`src/verilog/kwu_defines.svh`:
```
// register offsets, field positions and reset values of the keypad wake unit
`ifndef KWU_DEFINES_SVH
`define KWU_DEFINES_SVH
`define KWU_OFF_SC      4'h0
`define KWU_OFF_PE      4'h4
`define KWU_OFF_DATA    4'h8
`define KWU_OFF_DIR     4'hc
`define KWU_OFF_PULL    4'hc
`define KWU_SC_MODE     0
`define KWU_SC_IE       1
`define KWU_SC_ACK      2
`define KWU_SC_FLAG     3
`define KWU_SC_POL_LO   4
`define KWU_RST_BYTE    8'h00
`endif

```
`src/verilog/kwu_pkg.sv`:
```
// types of the keypad wake unit
package kwu_pkg;
    typedef struct packed {
        logic [7:0] out;
        logic [7:0] oe;
        logic [7:0] pull_en;
        logic [7:0] pull_dn;
    } kwu_pad_t;
endpackage : kwu_pkg

```
`src/verilog/kwu_keypad_wake_unit.sv`:
```
// keypad wake unit sharing an 8-bit port, with a classic wishbone slave
`timescale 1ns/1ps
`default_nettype none
`include "kwu_defines.svh"

// Behaviour
// - eight pin enable bits pick any set of port lines as key inputs
// - lines enabled as key inputs are forced to inputs
// - other lines stay plain port pins under data, direction, pull
// - mode bit selects edge-only or edge-and-level detection
// - lines 3..0 sense falling edges or low levels only
// - lines 7..4 have a polarity bit each
// - pull enable gives pulldown on upper key lines set for rising
// - enabled key event raises a wake request for wait and standby when interrupt enable is one
// - one common flag and one interrupt enable for all lines
// - edge seen as one bus cycle deasserted, next cycle asserted
// - writing one to acknowledge clears flag; acknowledge reads zero
// - in edge-and-level mode flag holds while any enabled key line is asserted
// - interrupt request follows flag when interrupt enable is one
module kwu_keypad_wake_unit
    import kwu_pkg::*;
(
    // clock and reset
    input  wire logic        clk_i,
    input  wire logic        rst_i,
    // wishbone slave
    input  wire logic        cyc_i,
    input  wire logic        stb_i,
    input  wire logic        we_i,
    input  wire logic [3:0]  adr_i,
    input  wire logic [3:0]  sel_i,
    input  wire logic [31:0] dat_i,
    output var  logic [31:0] dat_o,
    output var  logic        ack_o,
    // port pins
    input  wire logic [7:0]  pin_i,
    output var  kwu_pad_t    pad_o,
    // events
    output var  logic        irq_o,
    output var  logic        wake_o
);
    // control and port registers
    logic [7:0]  pe_q;       // key pin enables
    logic [7:0]  pol_q;      // upper nibble polarity, 1 = rising/high
    logic [7:0]  dat_q;      // port output data
    logic [7:0]  dir_q;      // port direction, 1 = drive
    logic [7:0]  pull_q;     // port pull enables
    logic        mode_q;     // 1 = edge and level
    logic        ie_q;       // interrupt enable
    logic        flag_q;     // common key event flag
    logic        ack_q;      // bus answer pending
    // synchroniser and edge history
    logic [7:0]  s1_q;
    logic [7:0]  s2_q;
    logic [7:0]  act_prev_q;
    logic [31:0] rd_d;

    function automatic logic [7:0] kwu_asserted(input logic [7:0] lvl,
                                                input logic [7:0] pol,
                                                input logic [7:0] en);
        kwu_asserted = (lvl ~^ {pol[7:4], 4'h0}) & en;
    endfunction : kwu_asserted

    // bus decode
    // a write lands only on the taking edge, never in the ack cycle
    wire        wr_req  = cyc_i & stb_i & we_i & ~ack_q & sel_i[0];
    wire        rd_req  = cyc_i & stb_i & ~ack_q;
    wire        hit_sc  = (adr_i == `KWU_OFF_SC);
    wire        hit_pe  = (adr_i == `KWU_OFF_PE);
    wire        hit_dat = (adr_i == `KWU_OFF_DATA);
    wire        hit_dir = (adr_i == `KWU_OFF_DIR);
    wire        ack_hit = wr_req & hit_sc & dat_i[`KWU_SC_ACK];

    // synchronised levels and edge detection
    // enabling a line that already sits asserted counts as an edge
    wire [7:0]  act_now = kwu_asserted(s2_q, pol_q, pe_q);
    wire [7:0]  edge_w  = act_now & ~act_prev_q & pe_q;
    wire        lvl_any = mode_q & (|act_now);
    wire        set_w   = (|edge_w) | lvl_any;

    // two-flop synchroniser per pin
    always_ff @(posedge clk_i) begin
        s1_q <= pin_i;
        s2_q <= s1_q;
        if (rst_i) begin
            act_prev_q <= `KWU_RST_BYTE;
        end else begin
            act_prev_q <= act_now;
        end
    end

    // common flag: set wins over acknowledge
    // in edge-and-level mode a held line sets the flag every cycle
    always_ff @(posedge clk_i) begin
        if (rst_i) begin
            flag_q <= 1'b0;
        end else if (set_w) begin
            flag_q <= 1'b1;
        end else if (ack_hit) begin
            flag_q <= 1'b0;
        end
    end

    // register writes
    always_ff @(posedge clk_i) begin
        if (rst_i) begin
            pe_q   <= `KWU_RST_BYTE;
            pol_q  <= `KWU_RST_BYTE;
            mode_q <= 1'b0;
            ie_q   <= 1'b0;
            dat_q  <= `KWU_RST_BYTE;
            dir_q  <= `KWU_RST_BYTE;
            pull_q <= `KWU_RST_BYTE;
        end else if (wr_req) begin
            if (hit_sc) begin
                pol_q[7:4] <= dat_i[7:4];
                ie_q       <= dat_i[`KWU_SC_IE];
                mode_q     <= dat_i[`KWU_SC_MODE];
            end else if (hit_pe) begin
                pe_q <= dat_i[7:0];
            end else if (hit_dat) begin
                dat_q <= dat_i[7:0];
            end else if (hit_dir) begin
                dir_q  <= dat_i[7:0];
                pull_q <= dat_i[15:8];
            end
        end
    end

    // read data mux; acknowledge bit reads zero
    always_comb begin
        rd_d = 32'h0;
        if (hit_sc) begin
            rd_d[7:0] = {pol_q[7:4], flag_q, 1'b0, ie_q, mode_q};
        end else if (hit_pe) begin
            rd_d[7:0] = pe_q;
        end else if (hit_dat) begin
            rd_d[7:0] = s2_q;
        end else if (hit_dir) begin
            rd_d[15:0] = {pull_q, dir_q};
        end
    end

    // bus answer, one cycle after request, dropped the cycle after
    always_ff @(posedge clk_i) begin
        if (rst_i) begin
            ack_q <= 1'b0;
            dat_o <= 32'h0;
        end else begin
            ack_q <= rd_req;
            dat_o <= rd_req ? rd_d : 32'h0;
        end
    end
    assign ack_o = ack_q;

    // pad control, interrupt and wake outputs
    // key lines lose their drive; pulls flip for rising upper keys
    always_ff @(posedge clk_i) begin
        if (rst_i) begin
            pad_o  <= '0;
            irq_o  <= 1'b0;
            wake_o <= 1'b0;
        end else begin
            pad_o.out     <= dat_q;
            pad_o.oe      <= dir_q & ~pe_q;
            pad_o.pull_en <= pull_q & ~(dir_q & ~pe_q);
            pad_o.pull_dn <= {pe_q[7:4] & pol_q[7:4], 4'h0};
            irq_o  <= flag_q & ie_q;
            wake_o <= flag_q & ie_q;
        end
    end

    // checks on the flag, the bus answer and the pad control
    a_edge_sets_flag: assert property (
        @(posedge clk_i) disable iff (rst_i)
        (|edge_w) |=> flag_q) else $error("edge did not set flag");
    a_ack_clears: assert property (
        @(posedge clk_i) disable iff (rst_i)
        (ack_hit && !set_w) |=> !flag_q) else $error("ack left flag");
    a_level_holds: assert property (
        @(posedge clk_i) disable iff (rst_i)
        lvl_any |=> flag_q) else $error("level did not hold flag");
    a_irq_follows: assert property (
        @(posedge clk_i) disable iff (rst_i)
        irq_o == $past(flag_q & ie_q)) else $error("irq mismatch");
    a_key_is_input: assert property (
        @(posedge clk_i) disable iff (rst_i)
        ##1 (pad_o.oe & $past(pe_q)) == 8'h0) else $error("key line driven");
    a_low_no_pulldn: assert property (
        @(posedge clk_i) disable iff (rst_i)
        pad_o.pull_dn[3:0] == 4'h0) else $error("low nibble pulldown");
    a_ack_reads_zero: assert property (
        @(posedge clk_i) disable iff (rst_i)
        (ack_o && $past(hit_sc)) |-> !dat_o[`KWU_SC_ACK])
        else $error("ack read one");
    a_reset_clear: assert property (
        @(posedge clk_i)
        $past(rst_i) |-> (pe_q == 8'h0 && !flag_q && !ie_q && !mode_q))
        else $error("reset left state");
    a_wake_follows: assert property (
        @(posedge clk_i) disable iff (rst_i)
        (flag_q && ie_q) |=> wake_o) else $error("no wake");
    a_flag_has_cause: assert property (
        @(posedge clk_i) disable iff (rst_i)
        $rose(flag_q) |-> $past(set_w)) else $error("flag set without event");
    a_upper_pulldn: assert property (
        @(posedge clk_i) disable iff (rst_i)
        pad_o.pull_dn[7:4] == $past(pe_q[7:4] & pol_q[7:4]))
        else $error("upper pulldown wrong");
    a_sync_depth: assert property (
        @(posedge clk_i) disable iff (rst_i)
        s2_q == $past(pin_i, 2)) else $error("synchroniser depth wrong");

    // cover points for the main scenarios
    c_edge_flag: cover property (@(posedge clk_i) disable iff (rst_i)
        |edge_w ##1 flag_q);
    c_ack_clear: cover property (@(posedge clk_i) disable iff (rst_i)
        ack_hit ##1 !flag_q);
    c_level_held: cover property (@(posedge clk_i) disable iff (rst_i)
        ack_hit && lvl_any);
    c_irq: cover property (@(posedge clk_i) disable iff (rst_i)
        irq_o);
    c_rise_key: cover property (@(posedge clk_i) disable iff (rst_i)
        |(edge_w[7:4] & pol_q[7:4]));
endmodule : kwu_keypad_wake_unit
`default_nettype wire

```
`config.mk`:
```
export PLATFORM = sky130hd
export DESIGN_NAME = kwu_keypad_wake_unit
export DESIGN_NICKNAME = d
export VERILOG_FILES = /design/src/verilog/kwu_pkg.sv /design/src/verilog/kwu_keypad_wake_unit.sv
export VERILOG_INCLUDE_DIRS = /design/src /design/src/verilog
export SDC_FILE = /design/constraint.sdc
export NUM_CORES = 1
export LEC_CHECK = 0
export ABC_CLOCK_PERIOD_IN_PS = 1700
export BUFFER_PORTS_ARGS = -buffer_cell sky130_fd_sc_hd__buf_2
export CORE_UTILIZATION = 45
export CTS_CLUSTER_SIZE = 16
export DETAILED_ROUTE_END_ITERATION = 7
export PLACE_DENSITY = 0.75
export SETUP_SLACK_MARGIN = 0.5
export SLEW_MARGIN = 15
export SYNTH_ARGS = -nofsm -noshare
export SYNTH_HDL_FRONTEND = slang
export SYNTH_SLANG_ARGS = --single-unit
```
`constraint.sdc`:
```
create_clock -name clk_i -period 1.7 [get_ports clk_i]
set_clock_uncertainty 0.15 [all_clocks]
set_input_delay 0.085 -clock clk_i [delete_from_list [all_inputs] [get_ports clk_i]]
set_output_delay 0.085 -clock clk_i [all_outputs]
set_load 0.01 [all_outputs]
```
==> qor_table.md <==
| Result | This run | Unit |
|---|---|---|
| Met2 track demand over resource | 28.6 | % |
| Area enclosed by the die boundary | 0.00883 | mm^2 |
| Clock network fraction of design power | 34.9 | % |
| Total routing resource utilization after global routing | 17.8 | % |
| Start of the worst register-to-register path | ack_o | - |
| Critical hold path startpoint | rst_i | - |
| Count of H-tree levels built during CTS | 3 | - |
| Global-route wire length before repair | 11700 | um |
| Worst setup path category | flip-flop to flip-flop | - |
| Number of distinct library cells after synthesis | 35 | - |
| Time the final worst path needs with I/O delays and setup | 1.53 | ns |
| Fraction of layout instances using a drive strength above 1 | 27.2 | % |
| Core area | 0.00822 | mm^2 |
| Die Ht | 94.0 | um |
| Largest net degree at the start of global routing | 61 | - |
| Arrival time worst endpoint | 1.62 | ns |
| Number of global-route vias before repair | 2406 | - |
| Transition time at the pin with the least slew margin | 0.587 | ns |
| Most frequent standard cell in the layout excluding fill and tap cells | sky130_fd_sc_hd__dfxtp_1 | - |
| Number of ports placed on the die boundary | 120 | - |
| Cell family with most CP delay | simple AND/OR/NAND/NOR gates | - |
| Final worst-path cycle share | 89.8 | % |
| Effective utilization at floorplan | 46.3 | % |
| Net count reported at finish | 501 | - |
| Most frequent cells in the layout | sky130_fd_sc_hd__dfxtp_1, sky130_fd_sc_hd__buf_2, sky130_fd_sc_hd__nor2_1 | - |
| Worst-case reg-to-reg path depth | 5 | - |
| Area of combinational cells with multiple inputs | 0.00149 | mm^2 |
| Longest individual stage delay on the worst path | 0.34 | ns |
| Slew HR | 60.7 | % |
| Skew-Pair Late Insertion Delay | 0.36 | ns |
| TritonCTS clock tree | yes | - |
| Via Count | 2616 | - |
| Violated checks | negative hold slack | - |
| Setup repair after global routing missed its margin | yes | - |
| Number of warnings issued by yosys | 0 | - |
| Most common flop cell mapped by yosys | sky130_fd_sc_hd__dfxtp_1 | - |
| Detailed-router iteration count before antenna repair | 4 | - |
| Root Buffer Master | sky130_fd_sc_hd__clkbuf_8 | - |
| Class of the worst hold path | input port to flip-flop | - |
| Final setup violating endpoints | 0 | - |
| Cells after Synth | 336 | - |
| Synthesized flop and latch total | 109 | - |
| Average detailed-routed wire length per instance | 13.4 | um |
| Avg Inst Size Synth | 11.3 | um^2 |
| Port Buffers | 80 | - |
| Busiest grt layer | met2 | - |
| Setup TNS after final layout | 0 | ns |
| Min Hold Slack | -0.133 | ns |
| Number of DRC markers in iteration 0 | 125 | - |
| Std cell rows | 33 | - |
| Minimum setup slack among reg-to-reg paths | 0.17 | ns |
| Met1 demand-to-capacity share in global routing | 22.9 | % |
| Number of enable flip-flop cells after synthesis | 0 | - |
| Max Freq | 655 | MHz |
| Total power | 4.34 | mW |
| Switching fraction of total power | 22.1 | % |
| Crit. End Element | flip-flop | - |
| Destination of the worst hold path | pad_o[10] | - |
| Number of antenna violations at the first check in global routing | 0 | - |
| Area taken by flip-flops and latches | 0.00219 | mm^2 |
| Layout-stage area growth over the synthesis result | 25.7 | % |
| Diodes inserted | 0 | - |
| Cells along the critical path | nand3b_1, nor3_4, buf_12, mux2i_1, nor2_1 | - |
| Maximum fanout count along the critical path | 16 | - |
| Maximum resistive drop on vdd | 0.000424 | V |
| Total length of routed wires | 7490 | um |
| Netlist area before placement | 0.00381 | mm^2 |
| Total internal power | 3.38 | mW |
| Final hold viol count | 3 | - |
| Clock sink count | 109 | - |
| Portion of the post-synthesis area used by sequential elements | 57.3 | % |
| Leakage power total | 2.22 | nW |
| Chip width | 94.0 | um |
| Power density over cell area | 908 | mW/mm^2 |
| Critical path buffers and inverters | 1 | - |
| Detail Placement HPWL | 5070 | um |
| Number of fill cells in the layout | 719 | - |
| Number of remaining DRC errors | 0 | - |
| Relative contribution of sequential cells to total power | 59.6 | % |
| Maxcap violations | 0 | - |
| Status | finished with violations | - |
| Cell depth of the worst hold path | 2 | - |
| Antenna Nets Post-Route | 0 | - |
| Met3 Usage GRT | 2.91 | % |
| Cell depth of the worst setup path | 5 | - |
| Ratio of routed vias to standard cells | 4.69 | - |
| Gate power share | 5.5 | % |
| Net switching power | 0.962 | mW |
| Grt total ovfl | 0 | - |
| Reg2reg end | pull_q[3] | - |
| Nature of the critical path startpoint | flip-flop | - |
| Total clock buffers created by CTS | 9 | - |
| Data required time at the worst endpoint | 1.79 | ns |
| Clock-pin slew reported for the worst setup and hold paths after clock tree synthesis | 0.10 | ns |
| Fraction of registers with async set or reset after synthesis | 0 | % |
| Final number of max-transition violations | 0 | - |
| Bufs on Longest Clock Path | 2 | - |
| Critical Path Slowest Stage Cell | sky130_fd_sc_hd__dfxtp_2 | - |
| Placer Congestion | 0.782 | - |
-- worst max-delay path by stage --
stage	from	end	slack, ns
finish	ack_o	pull_q[3]	0.17
global route	ack_o	dir_q[7]	0.07
CTS	ack_o	dir_q[7]	0.19
detailed placement	pe_q[2]	flag_q	0.17
global placement	ack_o	dir_q[1]	0.23
floorplan	ack_o	pull_q[6]	0.12
-- per-stage QoR --
stage	util, %	setup WS (ns)	hold slack (ns)	std cells	instance area (um^2)
final	58.3	0.174	-0.133	558	4790
after global routing	58.3	0.0724	-0.132	558	4790
after CTS	57.8	0.188	-0.0469	555	4750
after detailed placement	52.2	0.169	0.0386	513	4290
after global placement	52.2	0.229	0.0386	513	4290
after floorplan	-	0.117	-0.0373	355	3900
-- registers in the layout (all words and copies together), names as in the netlist, 4 cells and up --
signal / flops
dir_q: 8
pol_q: 4
act_prev_q: 8
pe_q: 8
pull_q: 8
s1_q: 8
s2_q: 8
dat_q: 8
pad_o: 28
dat_o: 16
-- synthesized netlist by cell type, types with 2 or more instances --
library cell               instances  area (um^2)
sky130_fd_sc_hd__nor2b_1          32          200
sky130_fd_sc_hd__inv_1             2         7.51
sky130_fd_sc_hd__nor4_1            2         12.5
sky130_fd_sc_hd__buf_4            22          165
sky130_fd_sc_hd__and2_1            8         50.1
sky130_fd_sc_hd__xnor2_1           4         35.0
sky130_fd_sc_hd__nor2_1           51          191
sky130_fd_sc_hd__nor3b_1          12         90.1
sky130_fd_sc_hd__clkbuf_1          8         30.0
sky130_fd_sc_hd__and3_1            7         43.8
sky130_fd_sc_hd__a22oi_1           2         15.0
sky130_fd_sc_hd__nand3_2           2         20.0
sky130_fd_sc_hd__dfxtp_1         109         2180
sky130_fd_sc_hd__mux4_2            6          135
sky130_fd_sc_hd__mux2i_1          38          380
sky130_fd_sc_hd__buf_2             2         10.0
sky130_fd_sc_hd__nand2_1          11         41.3
-- area by class of cell --
| cell class | count | area share, % |
|---|---|---|
| multi-input combinational | 210 | 31.1 |
| timing repair buffer | 116 | 16.3 |
| clock buffer | 11 | 2.74 |
| tap | 105 | 2.74 |
| inverter | 2 | 0.157 |
| sequential | 109 | 45.7 |
| clock inverter | 5 | 1.28 |
-- cell families (layout without fill, tap and decap cells) --
| family | count (synthesis) | in the layout | share of synthesized area (%) |
|---|---|---|---|
| AND/OR/NAND/NOR | 133 | 133 | 19.5 |
| flip-flops | 109 | 109 | 57.3 |
| multiplexers | 46 | 46 | 14.5 |
| buffers and inverters | 36 | 134 | 6.08 |
| AO/OA/AOI/OAI | 7 | 7 | 1.54 |
| XOR/XNOR | 4 | 4 | 0.920 |
| other | 1 | 20 | 0.0985 |
-- timing repair --
action                                 CTS  global route
buffers inserted                         1             1
hold buffers                            25             2
setup endpoints to repair               55            56
endpoints found under the hold margin   54             5
resized for setup                        2             2
pin swaps                                5            14
-- power groups by stage --
stage | registers, mW | clock network, mW | logic [mW]
final | 2.59 | 1.52 | 0.240
after CTS | 2.59 | 1.55 | 0.234
after global placement | 2.65 | 0 | 0.184
after global routing | 2.59 | 1.66 | 0.262
after floorplan | 2.65 | 0 | 0.139
after detailed placement | 2.65 | 0 | 0.188
-- per-layer routing --
metal  vias to the layer above  routed length (um)
met5                         -                   0
met1                      1212                3580
li1                       1297                   -
met3                        13                 341
met4                         0                 163
met2                        94                3410
Power figures use the tool's default switching activity.
